File: src/rtl/ssp_params.svh
// Purpose: constants for the synchronous serial port pin block
// Assumes: 200 MHz mclk, AXI4-Lite register access
// Notes: byte offsets of the control and status words
`ifndef SSP_PARAMS_SVH
`define SSP_PARAMS_SVH
`define SSP_CTRL_OFS 4'h0
`define SSP_TXDATA_OFS 4'h4
`define SSP_RXDATA_OFS 4'h8
`define SSP_STAT_OFS 4'hC
`define SSP_CTRL_ENABLE 0
`define SSP_CTRL_TXFS_OUT 1
`define SSP_CTRL_TXCLK_OUT 2
`define SSP_CTRL_RXFS_OUT 3
`define SSP_CTRL_RXCLK_OUT 4
`define SSP_CTRL_TX_FALL 5
`define SSP_CTRL_RX_FALL 6
`define SSP_CTRL_RST 32'h0000_0000
`define SSP_CLK_MCLK_HZ 200000000
`define SSP_BCLK_MIN_HZ 512000
`define SSP_BCLK_MAX_HZ 8192000
// half period of the generated bit clock, rounded so that the rate stays <= max
`define SSP_HALF_DIV ((`SSP_CLK_MCLK_HZ + 2 * `SSP_BCLK_MAX_HZ - 1) / (2 * `SSP_BCLK_MAX_HZ))
`define SSP_HALF_DIV_MAX (`SSP_CLK_MCLK_HZ / (2 * `SSP_BCLK_MIN_HZ))
`define SSP_WORD_BITS 8
`endif

File: src/rtl/ssp_pkg.sv
// Purpose: types for the synchronous serial port pin block
// Assumes: constants live in ssp_params.svh
// Notes: pin bundles travel as packed structs
package ssp_pkg;
    typedef struct packed {
        logic txFrameSync;
        logic txBitClock;
        logic rxFrameSync;
        logic rxBitClock;
        logic rxSerialData;
    } ssp_pin_in_t;
    typedef struct packed {
        logic txFrameSync;
        logic txFrameSyncOe;
        logic txBitClock;
        logic txBitClockOe;
        logic rxFrameSync;
        logic rxFrameSyncOe;
        logic rxBitClock;
        logic rxBitClockOe;
        logic txSerialData;
        logic txSerialDataOe;
    } ssp_pin_out_t;
endpackage : ssp_pkg

File: src/rtl/ssp_serial_port.sv
// Purpose: pin logic of one synchronous serial port, with AXI4-Lite control
// Assumes: link pins are asynchronous to mclk and are double-registered
// Notes: 8-bit frames, one frame sync pulse during the first bit
// How it works
// - transmit frame sync direction selectable, input after reset
// - transmit bit clock direction selectable, input after reset
// - generated bit clock stays within 512K-8.192M
// - transmit data/sync launched on selected edge
// - receive data sampled on selected edge
// - receive bit clock selectable, input, in range
// - receive frame sync direction selectable, input after reset
// - transmit data open drain: low or released
//
// The register offsets and the AXI4-Lite register port were chosen for this implementation.
`timescale 1ns/100ps
`include "ssp_params.svh"
`default_nettype none
module ssp_serial_port #(
    parameter int HALF_DIV = `SSP_HALF_DIV
) (
    // clock and reset
    input wire logic mclk,
    input wire logic rst_b,
    // axi4-lite write
    input wire logic [3:0] s_axi_awaddr,
    input wire logic s_axi_awvalid,
    output logic s_axi_awready,
    input wire logic [31:0] s_axi_wdata,
    input wire logic [3:0] s_axi_wstrb,
    input wire logic s_axi_wvalid,
    output logic s_axi_wready,
    output logic [1:0] s_axi_bresp,
    output logic s_axi_bvalid,
    input wire logic s_axi_bready,
    // axi4-lite read
    input wire logic [3:0] s_axi_araddr,
    input wire logic s_axi_arvalid,
    output logic s_axi_arready,
    output logic [31:0] s_axi_rdata,
    output logic [1:0] s_axi_rresp,
    output logic s_axi_rvalid,
    input wire logic s_axi_rready,
    // serial pins
    input wire ssp_pkg::ssp_pin_in_t pinIn,
    output ssp_pkg::ssp_pin_out_t pinOut
);
    import ssp_pkg::*;

    localparam int WB = `SSP_WORD_BITS;
    localparam logic [15:0] HALF_CNT = 16'(HALF_DIV - 1);

    logic [31:0] ctrl_r;
    logic [WB-1:0] txWord_r;
    logic [WB-1:0] rxWord_r;
    logic rxDone_r;
    logic [4:0] sync1_r;
    logic [4:0] sync2_r;
    logic [4:0] prev_r;
    logic [15:0] divCnt_r;
    logic genClk_r;
    logic [WB-1:0] txShift_r;
    logic [2:0] txBit_r;
    logic txFsOut_r;
    logic txDataLow_r;
    logic [WB-1:0] rxShift_r;
    logic [2:0] rxBit_r;
    logic rxFsOut_r;
    logic [2:0] rxGenBit_r;
    logic awHeld_r;
    logic wHeld_r;
    logic [3:0] awAddr_r;
    logic [31:0] wData_r;
    logic [3:0] wStrb_r;
    ssp_pin_out_t pinOut_r;

    logic enable;
    logic txClk;
    logic rxClk;
    logic txFs;
    logic rxFs;
    logic txEdge;
    logic rxEdge;

    function automatic logic edgeSel(input logic now, input logic was, input logic fall);
        edgeSel = fall ? (was & ~now) : (now & ~was);
    endfunction : edgeSel

    assign enable = ctrl_r[`SSP_CTRL_ENABLE];

    // two-flop synchronisers for all incoming pins
    always_ff @(posedge mclk or negedge rst_b) begin
        if (!rst_b) begin
            sync1_r <= 5'h00;
            sync2_r <= 5'h00;
            prev_r <= 5'h00;
        end else begin
            sync1_r <= pinIn;
            sync2_r <= sync1_r;
            prev_r <= sync2_r;
        end
    end

    // bit clock generator for output-direction clocks
    always_ff @(posedge mclk or negedge rst_b) begin
        if (!rst_b) begin
            divCnt_r <= 16'h0000;
            genClk_r <= 1'b0;
        end else if (!enable) begin
            divCnt_r <= 16'h0000;
            genClk_r <= 1'b0;
        end else if (divCnt_r == HALF_CNT) begin
            divCnt_r <= 16'h0000;
            genClk_r <= ~genClk_r;
        end else begin
            divCnt_r <= divCnt_r + 16'h0001;
        end
    end

    logic txClkPrev_r;
    logic rxClkPrev_r;
    logic rxFsPrev_r;
    always_ff @(posedge mclk or negedge rst_b) begin
        if (!rst_b) begin
            txClkPrev_r <= 1'b0;
            rxClkPrev_r <= 1'b0;
            rxFsPrev_r <= 1'b0;
        end else begin
            txClkPrev_r <= txClk;
            rxClkPrev_r <= rxClk;
            rxFsPrev_r <= rxFs;
        end
    end

    // pick the pin or the internal source per direction
    assign txClk = ctrl_r[`SSP_CTRL_TXCLK_OUT] ? genClk_r : sync2_r[3];
    assign rxClk = ctrl_r[`SSP_CTRL_RXCLK_OUT] ? genClk_r : sync2_r[1];
    assign txFs = ctrl_r[`SSP_CTRL_TXFS_OUT] ? 1'b0 : sync2_r[4];
    assign rxFs = ctrl_r[`SSP_CTRL_RXFS_OUT] ? rxFsOut_r : sync2_r[2];
    assign txEdge = edgeSel(txClk, txClkPrev_r, ctrl_r[`SSP_CTRL_TX_FALL]);
    assign rxEdge = edgeSel(rxClk, rxClkPrev_r, ctrl_r[`SSP_CTRL_RX_FALL]);

    // transmit shifter: frame starts on external sync or on its own when driving sync
    always_ff @(posedge mclk or negedge rst_b) begin
        if (!rst_b) begin
            txShift_r <= '0;
            txBit_r <= 3'h0;
            txFsOut_r <= 1'b0;
            txDataLow_r <= 1'b0;
        end else if (!enable) begin
            txBit_r <= 3'h0;
            txFsOut_r <= 1'b0;
            txDataLow_r <= 1'b0;
        end else if (txEdge) begin
            if (txBit_r == 3'h0 && (ctrl_r[`SSP_CTRL_TXFS_OUT] || txFs)) begin
                txShift_r <= {txWord_r[WB-2:0], 1'b0};
                txDataLow_r <= ~txWord_r[WB-1];
                txFsOut_r <= ctrl_r[`SSP_CTRL_TXFS_OUT];
                txBit_r <= 3'h1;
            end else if (txBit_r != 3'h0) begin
                txShift_r <= {txShift_r[WB-2:0], 1'b0};
                txDataLow_r <= ~txShift_r[WB-1];
                txFsOut_r <= 1'b0;
                txBit_r <= txBit_r + 3'h1;
            end else begin
                txDataLow_r <= 1'b0;
                txFsOut_r <= 1'b0;
            end
        end
    end

    // receive frame sync generator when driving the pin
    always_ff @(posedge mclk or negedge rst_b) begin
        if (!rst_b) begin
            rxFsOut_r <= 1'b0;
            rxGenBit_r <= 3'h0;
        end else if (!enable || !ctrl_r[`SSP_CTRL_RXFS_OUT]) begin
            rxFsOut_r <= 1'b0;
            rxGenBit_r <= 3'h0;
        end else if (rxClk & ~rxClkPrev_r) begin
            rxFsOut_r <= (rxGenBit_r == 3'h0);
            rxGenBit_r <= rxGenBit_r + 3'h1;
        end
    end

    // receive shifter
    always_ff @(posedge mclk or negedge rst_b) begin
        if (!rst_b) begin
            rxShift_r <= '0;
            rxBit_r <= 3'h0;
            rxWord_r <= '0;
            rxDone_r <= 1'b0;
        end else begin
            if (!enable) begin
                rxBit_r <= 3'h0;
            end else if (rxEdge) begin
                if (rxBit_r != 3'h0 || rxFs) begin
                    rxShift_r <= {rxShift_r[WB-2:0], sync2_r[0]};
                    rxBit_r <= rxBit_r + 3'h1;
                    if (rxBit_r == 3'h7) begin
                        rxWord_r <= {rxShift_r[WB-2:0], sync2_r[0]};
                    end
                end
            end
            // set wins over the clear on a data read
            if (enable && rxEdge && rxBit_r == 3'h7) begin
                rxDone_r <= 1'b1;
            end else if (s_axi_arvalid && s_axi_arready && s_axi_araddr == `SSP_RXDATA_OFS) begin
                rxDone_r <= 1'b0;
            end
        end
    end

    // pin drivers: inputs until enabled and set to output
    always_ff @(posedge mclk or negedge rst_b) begin
        if (!rst_b) begin
            pinOut_r <= '0;
        end else begin
            pinOut_r.txFrameSync <= txFsOut_r;
            pinOut_r.txFrameSyncOe <= enable & ctrl_r[`SSP_CTRL_TXFS_OUT];
            pinOut_r.txBitClock <= genClk_r;
            pinOut_r.txBitClockOe <= enable & ctrl_r[`SSP_CTRL_TXCLK_OUT];
            pinOut_r.rxFrameSync <= rxFsOut_r;
            pinOut_r.rxFrameSyncOe <= enable & ctrl_r[`SSP_CTRL_RXFS_OUT];
            pinOut_r.rxBitClock <= genClk_r;
            pinOut_r.rxBitClockOe <= enable & ctrl_r[`SSP_CTRL_RXCLK_OUT];
            pinOut_r.txSerialData <= 1'b0;
            pinOut_r.txSerialDataOe <= enable & txDataLow_r;
        end
    end
    assign pinOut = pinOut_r;

    // axi4-lite write: address and data in either order
    always_ff @(posedge mclk or negedge rst_b) begin
        if (!rst_b) begin
            awHeld_r <= 1'b0;
            wHeld_r <= 1'b0;
            awAddr_r <= 4'h0;
            wData_r <= 32'h0000_0000;
            wStrb_r <= 4'h0;
            s_axi_bvalid <= 1'b0;
            s_axi_awready <= 1'b1;
            s_axi_wready <= 1'b1;
            ctrl_r <= `SSP_CTRL_RST;
            txWord_r <= '0;
        end else begin
            if (s_axi_awvalid && s_axi_awready) begin
                awHeld_r <= 1'b1;
                awAddr_r <= s_axi_awaddr;
                s_axi_awready <= 1'b0;
            end
            if (s_axi_wvalid && s_axi_wready) begin
                wHeld_r <= 1'b1;
                wData_r <= s_axi_wdata;
                wStrb_r <= s_axi_wstrb;
                s_axi_wready <= 1'b0;
            end
            if (awHeld_r && wHeld_r && !s_axi_bvalid) begin
                s_axi_bvalid <= 1'b1;
                awHeld_r <= 1'b0;
                wHeld_r <= 1'b0;
                if (awAddr_r == `SSP_CTRL_OFS && wStrb_r[0]) begin
                    ctrl_r <= {25'h0, wData_r[6:0]};
                end else if (awAddr_r == `SSP_TXDATA_OFS && wStrb_r[0]) begin
                    txWord_r <= wData_r[WB-1:0];
                end
            end else if (s_axi_bvalid && s_axi_bready) begin
                s_axi_bvalid <= 1'b0;
                // both channels reopen once the response is taken
                s_axi_awready <= 1'b1;
                s_axi_wready <= 1'b1;
            end
        end
    end
    assign s_axi_bresp = 2'h0;

    // axi4-lite read
    always_ff @(posedge mclk or negedge rst_b) begin
        if (!rst_b) begin
            s_axi_rvalid <= 1'b0;
            s_axi_rdata <= 32'h0000_0000;
            s_axi_rresp <= 2'h0;
            s_axi_arready <= 1'b1;
        end else if (s_axi_arvalid && s_axi_arready) begin
            s_axi_rvalid <= 1'b1;
            s_axi_arready <= 1'b0;
            s_axi_rresp <= 2'h0;
            if (s_axi_araddr == `SSP_CTRL_OFS) begin
                s_axi_rdata <= ctrl_r;
            end else if (s_axi_araddr == `SSP_TXDATA_OFS) begin
                s_axi_rdata <= {24'h0, txWord_r};
            end else if (s_axi_araddr == `SSP_RXDATA_OFS) begin
                s_axi_rdata <= {24'h0, rxWord_r};
            end else if (s_axi_araddr == `SSP_STAT_OFS) begin
                s_axi_rdata <= {27'h0, sync2_r[0], txBit_r != 3'h0, rxBit_r != 3'h0,
                    rxDone_r, enable};
            end else begin
                s_axi_rdata <= 32'h0000_0000;
                s_axi_rresp <= 2'h2;
            end
        end else if (s_axi_rvalid && s_axi_rready) begin
            s_axi_rvalid <= 1'b0;
            s_axi_arready <= 1'b1;
        end
    end
endmodule : ssp_serial_port
`default_nettype wire

File: config.mk
export PLATFORM = sky130hd
export DESIGN_NAME = ssp_serial_port
export DESIGN_NICKNAME = d
export VERILOG_FILES = /design/src/rtl/ssp_pkg.sv /design/src/rtl/ssp_serial_port.sv
export VERILOG_INCLUDE_DIRS = /design/src /design/src/rtl
export SDC_FILE = /design/constraint.sdc
export NUM_CORES = 1
export LEC_CHECK = 0
export CORE_ASPECT_RATIO = 0.75
export CORE_MARGIN = 5
export CORE_UTILIZATION = 45
export CTS_BUF_LIST = sky130_fd_sc_hd__clkbuf_8
export DETAILED_ROUTE_END_ITERATION = 8
export DONT_BUFFER_PORTS = 1
export PLACE_DENSITY = 0.64
export RECOVER_POWER = 50
export SLEW_MARGIN = 20
export SYNTH_ARGS = -nofsm -noshare
export SYNTH_HDL_FRONTEND = slang
export SYNTH_SLANG_ARGS = --single-unit
export TNS_END_PERCENT = 100
File: constraint.sdc
create_clock -name mclk -period 2.66 [get_ports mclk]
set_clock_uncertainty 0.2 [all_clocks]
set_input_delay 0.133 -clock mclk [delete_from_list [all_inputs] [get_ports mclk]]
set_output_delay 0.133 -clock mclk [all_outputs]
set_load 0.005 [all_outputs]
==> results.txt, run 1 <==
The run finished, with violations left. The final reports fail on hold timing. The detailed-route wire length came out at 9.68 mm. The count of fill cells added during filler insertion is 961.

The via density per instance is 5.06. Walking the worst path, the cells encountered are nand2_1 > nor3_1 > dlygate4sd3_1 > buf_4 > nand2_1 > o2bb2ai_1. The type of element launching the critical path is a flop. Setup repair after global routing left no endpoint under its margin. On the critical path, the stage with the largest delay is an instance of sky130_fd_sc_hd__dfstp_2. After synthesis, the cell types taking the most area are sky130_fd_sc_hd__dfrtp_1 (55%), sky130_fd_sc_hd__mux2_2 (10%), sky130_fd_sc_hd__buf_4 (4.4%). In the global route stage, met3 resource usage came out at 0.0512. The delay contributed by the slowest stage of the critical path is 0.57 ns.

VDD sags by at most 0.438 mV. The critical path contains buffers and inverters numbering 2 combined. STA puts the critical path data required time at 2.77 ns. Registers take 2910 um^2. The DRC violation count after routing came out at 0.

Grouping stages by cell kind, the critical path spends the most delay in buffers and inverters. Clock-pin slew was measured on the worst setup and hold paths at 0.07 ns. The final number of setup-violating endpoints is 0. The initial core utilization came out at 0.466. The layer flagged by global routing as most heavily used is met2.

Of the post-synthesis cell area, the dominant cell type holds 0.548. The final sum of negative setup slack came out at 0 ns. The number of H-tree levels is 4.

The power density of the placed cells is 767 nW/um^2. The smallest setup slack after layout is 0.377 ns. TritonCTS built the clock tree.

The first-pass iteration count of the detailed router came out at 4. The library cells used most frequently in the layout, excluding fill and tap cells, are sky130_fd_sc_hd__dfrtp_1 (113), sky130_fd_sc_hd__mux2_2 (48), sky130_fd_sc_hd__nand2_1 (32). The time the final worst path needs with I/O delays and setup came out at 2.28 ns. For this run, the top clock speed supported by timing is 438 MHz. The area growth from synthesis to layout is 14.8%. The most numerous cell type found on the critical path is sky130_fd_sc_hd__nand2_1.

The tightest hold margin came out at -0.796 ns. The endpoint of the most critical register-to-register path is rxDone_r. For this run, the total global-route usage over all layers was measured as 0.150. The startpoint identified for the worst register-to-register timing path is s_axi_arready. The die is 103 um tall. The clock net sink count came out at 116. The post-CTS setup buffer count came out at 0. Data arrives at the worst endpoint at 2.39 ns. The reported max-cap violation count came out at 0. The first global-routing pass estimated 16.0 mm of wire. The estimated wirelength of the detail-placed design came out at 6.68 mm. The final-report max-slew violation count is 0. The count of standard-cell rows came out at 33. The post-cts sizing count is 0. The cell taking the most area after synthesis is sky130_fd_sc_hd__dfrtp_1. The final standard cell area without fillers came out at 5930 um^2. The sequential share of the synthesized area is 0.563.

For met1 alone, demand over resource in global routing was 0.215. The final standard cell utilization of the core is 0.536. The total power consumption of the routed design came out at 4.54 mW. The total I/O pin count is 107. The post-synthesis cell area is 5160 um^2.

The via count of the first global-routing pass came out at 3,109. The worst setup path is of the flop to flop kind. The minimum setup slack after placement is 0.399 ns.

The share of cells above drive strength 1 came out at 0.225. After clock tree synthesis, the flow added hold-fix buffers numbering 31. The later pin in the worst-skew pair is clocked with a latency of 0.42 ns. The headroom to the max-slew limit came out at 0.647. Measured in cells, the most critical reg-to-reg path has a length of 6. The TritonCTS buffer count came out at 17. After synthesis the netlist holds a flip-flop and latch count of 116. STA classifies the critical path endpoint as a flop. The leakage dissipation came out at 2.77 nW. The post-placement cell count came out at 552. The multi-input logic area came out at 2020 um^2. The initial detailed-routing violation count is 151. The antenna diode count came out at 0. The placeable core region came out at 11,100 um^2. The met2 track utilization from global routing came out at 0.220. The post-layout net count is 527. The min-delay analysis places its worst path in the category primary input to asynchronous set/reset pin. The die footprint came out at 13,700 um^2.

The non-filler instance count after layout is 615. The proportion of register bits with asynchronous set or reset after synthesis came out at 1.00. The number of hold violations in the final report came out at 116.

The count of cell types in the netlist is 47. The overall overflow remaining after global route came out at 0. The slew at the pin closest to its max-slew limit came out at 0.528 ns.

The total vias in the final route is 3,111. The number of nets still failing antenna checks after routing came out at 0. The leading cell type in the layout, fill and taps excluded is sky130_fd_sc_hd__dfrtp_1. The initial antenna violation count is 0. The total placed instance area came out at 5230 um^2. The routed length per instance came out at 15.7 um. The routability congestion estimate came out at 0.753. The maximum fanout along the worst path is 10.

The warning count from the yosys run is 0. The synthesized design contains 0 enable-type register cells. The flip-flop cell with the highest count after synthesis is sky130_fd_sc_hd__dfrtp_1. The longest clock path from root to sink contains 2 buffers. The ratio of final minimum period to clock period is 0.858. The post-synthesis area per instance is 12.4 um^2. The count of mapped cells out of synthesis came out at 416. The die boundary width came out at 134 um. The master cell of the clock root buffer is sky130_fd_sc_hd__clkbuf_8.

The count of buffers added on input and output ports is 0. Entering global routing, the biggest net connects 117 pins. The reg-to-reg setup timing slack is 0.38 ns.
==> worst max path at each step <==
stage	from	end	slack (ns)	cells past startpoint
2_1_floorplan	ctrl_r[2]	txShift_r[2]	0.62	5
6_report	s_axi_arready	rxDone_r	0.38	6
3_5_place_dp	ctrl_r[4]	rxShift_r[1]	0.40	6
4_1_cts	s_axi_arready	rxDone_r	0.37	6
5_1_grt	s_axi_arready	rxDone_r	0.27	6
3_3_place_gp	ctrl_r[4]	rxShift_r[2]	0.43	6
==> per-layer routing <==
metal / share of wire / wire length (um)
met3: 0.062 / 596
met4: 0.0055 / 53
met1: 0.50 / 4840
met5: 0 / 0
met2: 0.43 / 4190
==> cell usage after synthesis (2+ instances only) <==
cell type and count:
sky130_fd_sc_hd__ha_1 9, sky130_fd_sc_hd__inv_1 20, sky130_fd_sc_hd__and2_1 6, sky130_fd_sc_hd__a22o_1 8, sky130_fd_sc_hd__mux4_2 3, sky130_fd_sc_hd__mux2_4 8, sky130_fd_sc_hd__a21boi_0 2, sky130_fd_sc_hd__dfrtp_1 113
sky130_fd_sc_hd__xor2_1 2, sky130_fd_sc_hd__nand2b_1 3, sky130_fd_sc_hd__mux2i_1 11, sky130_fd_sc_hd__and3_1 3, sky130_fd_sc_hd__nand2_1 32, sky130_fd_sc_hd__nand4_1 3, sky130_fd_sc_hd__a211oi_1 2, sky130_fd_sc_hd__dfstp_2 3
sky130_fd_sc_hd__xnor2_1 13, sky130_fd_sc_hd__nand3_1 6, sky130_fd_sc_hd__nor2_1 25, sky130_fd_sc_hd__nor3_1 4, sky130_fd_sc_hd__o21ai_0 12, sky130_fd_sc_hd__clkbuf_1 6, sky130_fd_sc_hd__a31o_2 2, sky130_fd_sc_hd__nor4_1 6
sky130_fd_sc_hd__buf_4 30, sky130_fd_sc_hd__nor2b_1 5, sky130_fd_sc_hd__or3_1 3, sky130_fd_sc_hd__nor3b_1 2, sky130_fd_sc_hd__or2_2 2, sky130_fd_sc_hd__mux2_2 48, sky130_fd_sc_hd__nand3b_1 2, sky130_fd_sc_hd__a21oi_1 7
==> cell type report <==
type / instances / share of cell area
sequential: 116 / 0.490
multi-input combinational: 269 / 0.340
timing repair buffer: 38 / 0.0612
clock buffer: 20 / 0.0465
tap: 140 / 0.0296
clock inverter: 12 / 0.0192
inverter: 20 / 0.0127
==> report_power, final <==
| part | total, mW | leakage (nW) | internal (mW) | switching [mW] |
|---|---|---|---|---|
| clock network | 1.57 | 0.210 | 0.891 | 0.677 |
| registers | 2.32 | 1.53 | 2.07 | 0.255 |
| logic | 0.654 | 1.03 | 0.379 | 0.275 |
| total | 4.54 | 2.77 | 3.34 | 1.21 |
==> cells by family (layout without fill, tap and decap cells) <==
group,after synthesis,after routing,share of synthesized area
flops,116,116,0.563
simple gates,108,108,0.105
mux,72,72,0.170
buf+inv,58,90,0.0655
compound gates,37,37,0.0480
xor+xnor,15,15,0.0255
fa+ha+maj,9,9,0.0218
other cells,1,28,0.000727
==> state kept, by name (all words and copies together), names as in the netlist, 3 cells and up <==
register / cells
divCnt_r: 16
pinOut: 8
rxWord_r: 8
s_axi_rdata: 8
txWord_r: 8
wData_r: 8
ctrl_r: 7
rxShift_r: 7
txShift_r: 7
sync1_r: 5
sync2_r: 5
awAddr_r: 4
rxBit_r: 3
rxGenBit_r: 3
txBit_r: 3
(Power assumes the default switching activity.)
==> run 2: changes to the inputs <==
--- a/config.mk
+++ b/config.mk
@@ -6,13 +6,15 @@
 export SDC_FILE = /design/constraint.sdc
 export NUM_CORES = 1
 export LEC_CHECK = 0
+export CELL_PAD_IN_SITES_DETAIL_PLACEMENT = 1
+export CELL_PAD_IN_SITES_GLOBAL_PLACEMENT = 2
 export CORE_ASPECT_RATIO = 0.75
 export CORE_MARGIN = 5
-export CORE_UTILIZATION = 45
+export CORE_UTILIZATION = 43
 export CTS_BUF_LIST = sky130_fd_sc_hd__clkbuf_8
 export DETAILED_ROUTE_END_ITERATION = 8
 export DONT_BUFFER_PORTS = 1
-export PLACE_DENSITY = 0.64
+export PLACE_DENSITY = 0.85
 export RECOVER_POWER = 50
 export SLEW_MARGIN = 20
 export SYNTH_ARGS = -nofsm -noshare
==> run 2 against run 1 <==
  * The run still ends with hold timing left
  * Clock-buffer cell count decreased by 1
  * Utilization fell by 2.0 points
  * Flip-flop and latch count unchanged
  * Non-clock buffer count rose by 3
  * Via count up 2.4%
  * Critical endpoint unchanged
  * Highest routed layer unchanged
==> results.txt, run 2 (synthesized netlist as in run 1, its figures left out) <==
Run status: complete, but fails checks (unchanged). Failing checks: hold timing (unchanged). The die footprint came out at 14,300 um^2 (was 13,700 um^2).

The kind of critical path was flop to flop (unchanged). The most utilized layer in the global route result is met2 (unchanged). The number of port buffers came out at 0 (unchanged). The final standard cell area without fillers came to 6010 um^2 (was 5930 um^2).

The met1 usage in global routing is 0.228 (was 0.215). The detailed-route wire length is 10.8 mm (was 9.68 mm). The number of cell instances on the worst register-to-register path was 6 (unchanged). The placeable core region came out at 11,700 um^2 (was 11,100 um^2). The smallest setup slack after layout came to 0.395 ns (was 0.377 ns).

The met2 track utilization from global routing is 0.239 (was 0.220). The non-filler instance count after layout is 640 (was 615). The initial core utilization is 0.443 (was 0.466). The antenna diode count came out at 0 (unchanged). The number of flip-flops in the largest register is 16 (unchanged).

The maximum clock insertion buffer count is 2 (unchanged). The overall overflow remaining after global route came to 0 (unchanged). The endpoint of the most critical register-to-register path was rxDone_r (unchanged). Most frequent cells in the layout: sky130_fd_sc_hd__dfrtp_1 (113), sky130_fd_sc_hd__mux2_2 (48), sky130_fd_sc_hd__nand2_1 (32) (unchanged).

The number of nets still failing antenna checks after routing is 0 (unchanged). The area growth from synthesis to layout came out at 16.6% (was 14.8%). The first-pass iteration count of the detailed router is 4 (unchanged). The time the final worst path needs with I/O delays and setup is 2.27 ns (was 2.28 ns). The slew at the pin closest to its max-slew limit is 0.555 ns (was 0.528 ns). The total vias in the final route is 3,187 (was 3,111). The leakage dissipation came out at 2.80 nW (was 2.77 nW). The final sum of negative setup slack is 0 ns (unchanged). The final-report max-slew violation count came out at 0 (unchanged). The worst min-delay path class was primary input to asynchronous set/reset pin (unchanged). The wire length of the first global-routing pass is 18.0 mm (was 16.0 mm). The die span in y is 105 um (was 103 um). The initial antenna violation count came out at 1 (was 0). The headroom to the max-slew limit was 0.629 (was 0.647).

The post-placement cell count is 577 (was 552). The clock net sink count came out at 116 (unchanged). The minimum setup slack after placement is 0.458 ns (was 0.399 ns). The total of hold buffers inserted after clock tree synthesis is 31 (unchanged). The CTS tree is done (unchanged). The die boundary width is 136 um (was 134 um). The DRC violation count after routing is 0 (unchanged). The global-route track usage on met3 came out at 0.0418 (was 0.0512). The leading cell type in the layout, fill and taps excluded is sky130_fd_sc_hd__dfrtp_1 (unchanged). The maximum vdd drop came out at 0.485 mV (was 0.438 mV). The number of H-tree levels came out at 4 (unchanged). The maximum fanout along the worst path was 10 (unchanged).

The required time of the worst setup path is 2.76 ns (was 2.77 ns). The later-pin clock latency in the skew report is 0.42 ns (about the same). The endpoint arrival time on the critical path came out at 2.36 ns (was 2.39 ns). The estimated wirelength of the detail-placed design was 7.49 mm (was 6.68 mm).

The CTS clock-pin slew for the worst setup and hold paths came out at 0.07 ns (about the same). The master cell of the clock root buffer is sky130_fd_sc_hd__clkbuf_8 (unchanged). The reported max-cap violation count came out at 0 (unchanged).

The post-layout net count is 530 (was 527). The number of hold violations in the final report is 116 (unchanged). The nature of the critical path endpoint is a flop (unchanged). The share of cells above drive strength 1 came to 0.228 (was 0.225). Unrepaired setup endpoints after global routing: no (unchanged). The reg-to-reg critical path startpoint is s_axi_arready (unchanged). The global-route usage over all layers is 0.161 (was 0.150). The final number of setup-violating endpoints came to 0 (unchanged). The reg-to-reg setup timing slack is 0.39 ns (was 0.38 ns). The routed length per instance is 16.9 um (was 15.7 um). The post-cts sizing count is 0 (unchanged). The maximum number of pins on one net before global-route repair came out at 117 (unchanged). The total I/O pin count is 107 (unchanged). The TritonCTS buffer count came out at 17 (unchanged).

The maximum operating frequency came out at 441 MHz (was 438 MHz). The type of element launching the critical path was a flop (unchanged). The tightest hold margin was -0.803 ns (was -0.796 ns). The total placed instance area is 5280 um^2 (was 5230 um^2). The initial detailed-routing violation count is 119 (was 151). The via count of the first global-routing pass is 3,400 (was 3,109). The routability congestion estimate came out at 0.774 (was 0.753). The via density per instance is 4.98 (was 5.06).

The count of standard-cell rows came out at 34 (was 33). The register name with the most flops is divCnt_r (unchanged). The power density of the placed cells is 791 nW/um^2 (was 767 nW/um^2). The ratio of final minimum period to clock period came out at 0.852 (was 0.858).
## run 2: cell types whose count changed in the layout (fill, tap and decap cells not counted)
cell,change
sky130_fd_sc_hd__clkbuf_8,-1
sky130_fd_sc_hd__clkinv_4,-1
sky130_fd_sc_hd__bufinv_16,+2
sky130_fd_sc_hd__clkinvlp_4,+1
sky130_fd_sc_hd__buf_4,+3
sky130_fd_sc_hd__clkinv_2,-2
sky130_fd_sc_hd__inv_1,+1
## run 2: how the worst max path moves through the flow
stage | from | endpoint | slack [ns]
floorplan | ctrl_r[2] | txShift_r[2] | 0.62
global placement | rxBit_r[0] | rxWord_r[4] | 0.53
detailed placement | txBit_r[0] | txShift_r[2] | 0.46
CTS | s_axi_arready | rxDone_r | 0.39
global route | s_axi_arready | rxDone_r | 0.23
finish | s_axi_arready | rxDone_r | 0.39
## run 2: power by group
part / internal, mW / total, mW / switching [mW]
registers: 2.07 / 2.32 / 0.252
clock network: 1.05 / 1.75 / 0.700
logic: 0.387 / 0.684 / 0.297
total: 3.51 / 4.76 / 1.25
## run 2: repair_timing
item	in CTS	in global routing
endpoints found under the setup margin	0	0
setup buffers	0	0
endpoints found under the hold margin	150	116
## run 2: critical path, stage by stage, from the launching register on
cell and delay (ns):
sky130_fd_sc_hd__dfstp_2 0.58, sky130_fd_sc_hd__nand2_1 0.22, sky130_fd_sc_hd__nor3_1 0.19, sky130_fd_sc_hd__dlygate4sd3_1 0.57
sky130_fd_sc_hd__buf_4 0.17, sky130_fd_sc_hd__nand2_1 0.08, sky130_fd_sc_hd__o2bb2ai_1 0.13
## run 2: through the flow
step	utilization	power, mW
floorplan	-	2.77
global placement	0.453	2.93
detailed placement	0.453	2.99
CTS	0.516	4.83
global route	0.516	5.03
finish	0.516	4.76
## run 2: area by class of cell
| cell class | count | area (um^2) |
|---|---|---|
| Clock inverter | 13 | 166 |
| Inverter | 20 | 75.1 |
| Sequential cell | 116 | 2910 |
| Fill cell | 1226 | 5640 |
| Clock buffer | 19 | 262 |
| Tap cell | 162 | 203 |
| Timing Repair Buffer | 41 | 385 |
| Multi-Input combinational cell | 269 | 2020 |
## run 2: routing by layer
layer | share of wire | up-vias
met3 | 0.051 | 16
met5 | 0 | -
met2 | 0.46 | 78
met4 | 0.013 | 0
li1 | - | 1473
met1 | 0.47 | 1620
==> run 3: changes to the inputs <==
--- a/config.mk
+++ b/config.mk
@@ -11,7 +11,7 @@
 export CORE_ASPECT_RATIO = 0.75
 export CORE_MARGIN = 5
 export CORE_UTILIZATION = 43
-export CTS_BUF_LIST = sky130_fd_sc_hd__clkbuf_8
+export CTS_BUF_LIST = sky130_fd_sc_hd__clkbuf_4
 export DETAILED_ROUTE_END_ITERATION = 8
 export DONT_BUFFER_PORTS = 1
 export PLACE_DENSITY = 0.85
==> run 3 against run 2 <==
  * The run still ends with hold timing left
  * Combinational power is 3.1% higher
  * Sequential power is essentially flat
  * Utilization down 0.47 points
  * Total power decreased by 6.5%
  * Non-clock buffer count increased by 6
  * Via count increased by 0.41%
  * Largest cell class unchanged
==> results.txt, run 3 (synthesized netlist as in run 1, its figures left out) <==
Run status: complete, but fails checks (unchanged). Failing checks: hold timing (unchanged). The ratio of final minimum period to clock period is 0.853 (was 0.852). The slew at the pin closest to its max-slew limit came to 0.551 ns (was 0.555 ns). The initial core utilization is 0.443 (unchanged).

CP Cell Sequence: nand2_1 > nor3_1 > dlygate4sd3_1 > buf_4 > nand2_1 > o2bb2ai_1 (unchanged). The antenna diode count is 0 (unchanged). The final sum of negative setup slack is 0 ns (unchanged).

The headroom to the max-slew limit came out at 0.631 (was 0.629). The reg-to-reg critical path startpoint is s_axi_arready (unchanged). The total power consumption of the routed design was 4.45 mW (was 4.76 mW). The estimated wirelength of the detail-placed design is 7.49 mm (unchanged). The maximum number of pins on one net before global-route repair came out at 117 (unchanged). The final standard cell area without fillers is 5960 um^2 (was 6010 um^2). The total placed instance area came out at 5280 um^2 (unchanged). The routed length per instance came out at 16.8 um (was 16.9 um).

The die span in y came out at 105 um (unchanged). The maximum operating frequency came to 441 MHz (about the same). The reported max-cap violation count was 0 (unchanged). The most numerous cell on the critical path is sky130_fd_sc_hd__nand2_1 (unchanged).

The later-pin clock latency in the skew report is 0.51 ns (was 0.42 ns). The die boundary width came to 136 um (unchanged). The overall overflow remaining after global route came to 0 (unchanged).

The clock net sink count was 116 (unchanged). The final-report max-slew violation count came out at 0 (unchanged). The post-layout net count came out at 536 (was 530). The total of hold buffers inserted after clock tree synthesis came out at 37 (was 31). The type of element launching the critical path is a flop (unchanged). The die footprint came out at 14,300 um^2 (unchanged). The count of standard-cell rows came out at 34 (unchanged). The nature of the critical path endpoint is a flop (unchanged). The total vias in the final route was 3,200 (was 3,187).

The leading cell type in the layout, fill and taps excluded is sky130_fd_sc_hd__dfrtp_1 (unchanged). The total I/O pin count is 107 (unchanged). The required time of the worst setup path is 2.86 ns (was 2.76 ns).

The master cell of the clock root buffer is sky130_fd_sc_hd__clkbuf_4 (was sky130_fd_sc_hd__clkbuf_8). The post-cts sizing count came out at 0 (unchanged). The tightest hold margin is -0.899 ns (was -0.803 ns). The CTS clock-pin slew for the worst setup and hold paths is 0.11 ns (was 0.07 ns). The number of port buffers is 0 (unchanged). The register name with the most flops was divCnt_r (unchanged). The detailed-route wire length is 10.9 mm (was 10.8 mm). The worst min-delay path class is primary input to asynchronous set/reset pin (unchanged). Unrepaired setup endpoints after global routing: no (unchanged). The final number of setup-violating endpoints is 0 (unchanged). The CTS tree is done (unchanged). The wire length of the first global-routing pass is 18.0 mm (about the same).

The post-CTS setup buffer count came out at 0 (unchanged). The via density per instance is 4.95 (was 4.98). The power density of the placed cells is 747 nW/um^2 (was 791 nW/um^2). The maximum vdd drop is 0.395 mV (was 0.485 mV). The DRC violation count after routing was 0 (unchanged).

The slowest cell on the critical path is sky130_fd_sc_hd__dfstp_2 (unchanged). The maximum clock insertion buffer count is 2 (unchanged). The placeable core region was 11,700 um^2 (unchanged). The initial detailed-routing violation count came out at 120 (was 119).

The via count of the first global-routing pass is 3,449 (was 3,400). The beginning of the critical path is s_axi_arready (unchanged). The leakage dissipation came out at 2.77 nW (was 2.80 nW). The TritonCTS buffer count is 17 (unchanged). The endpoint arrival time on the critical path was 2.47 ns (was 2.36 ns). The maximum fanout along the worst path is 10 (unchanged).

Most frequent cells in the layout: sky130_fd_sc_hd__dfrtp_1 (113), sky130_fd_sc_hd__mux2_2 (48), sky130_fd_sc_hd__dlygate4sd3_1 (37) (was sky130_fd_sc_hd__dfrtp_1 (113), sky130_fd_sc_hd__mux2_2 (48), sky130_fd_sc_hd__nand2_1 (32)). The number of hold violations in the final report came out at 116 (unchanged). The area growth from synthesis to layout came out at 15.5% (was 16.6%). The global-route usage over all layers was 0.161 (about the same). The time the final worst path needs with I/O delays and setup came to 2.27 ns (about the same). The kind of critical path is flop to flop (unchanged). The number of flip-flops in the largest register came out at 16 (unchanged). The delay contributed by the slowest stage of the critical path was 0.60 ns (was 0.58 ns). The share of cells above drive strength 1 came to 0.227 (was 0.228). The number of H-tree levels came out at 4 (unchanged). The first-pass iteration count of the detailed router is 4 (unchanged).

The initial antenna violation count came out at 1 (unchanged). The routability congestion estimate is 0.774 (unchanged). The number of nets still failing antenna checks after routing came out at 0 (unchanged).
[run 3: path summary, 6_finish.rpt]
check                      depth (start not counted)       endpoint  slack [ns]
setup / recovery                                   6       rxDone_r        0.39
hold / removal                                     0  rxGenBit_r[0]       -0.90
setup reg to reg                                   6       rxDone_r        0.39
hold reg to reg                                    0     sync2_r[0]        0.16
max in group asynchronous                          0  s_axi_awready        2.91
min in group mclk                                  3  s_axi_arready        0.09
[run 3: layout make-up]
class,count,area [um^2]
fillers,1234,5700
clock buffers,20,150
clock inverters,12,163
repair buffers,47,445
well taps,162,203
inverters,20,75.1
flip-flops and latches,116,2910
multi-input cells,269,2020
[run 3: per-stage QoR]
| step | utilization | setup slack [ns] | cells |
|---|---|---|---|
| after floorplan | - | 0.623 | 443 |
| after global placement | 0.453 | 0.526 | 577 |
| after detailed placement | 0.453 | 0.458 | 577 |
| after CTS | 0.511 | 0.392 | 646 |
| after global routing | 0.511 | 0.228 | 646 |
| final | 0.511 | 0.391 | 646 |
[run 3: where the power goes]
part           internal (mW)  leakage, nW  total [mW]  switching (mW)
sequential              2.06         1.53        2.32           0.252
combinational          0.402         1.07       0.705           0.303
clock                  0.765        0.168        1.43           0.663
total                   3.23         2.77        4.45            1.22
[run 3: worst max-delay path: cells and delay by family, from the launching register on]
family                 cells  cell delay (ns)
AOI/OAI and AO/OA          1             0.13
DFF                        1             0.60
buffers and inverters      2             0.74
and+or+nand+nor            3             0.49
[run 3: routing by layer]
metal / vias up / track usage / share of wire
met5: - / 0 / 0
met1: 1635 / 0.225 / 0.48
met4: 0 / 0.0410 / 0.0054
li1: 1488 / - / -
met2: 71 / 0.243 / 0.47
met3: 6 / 0.0533 / 0.051
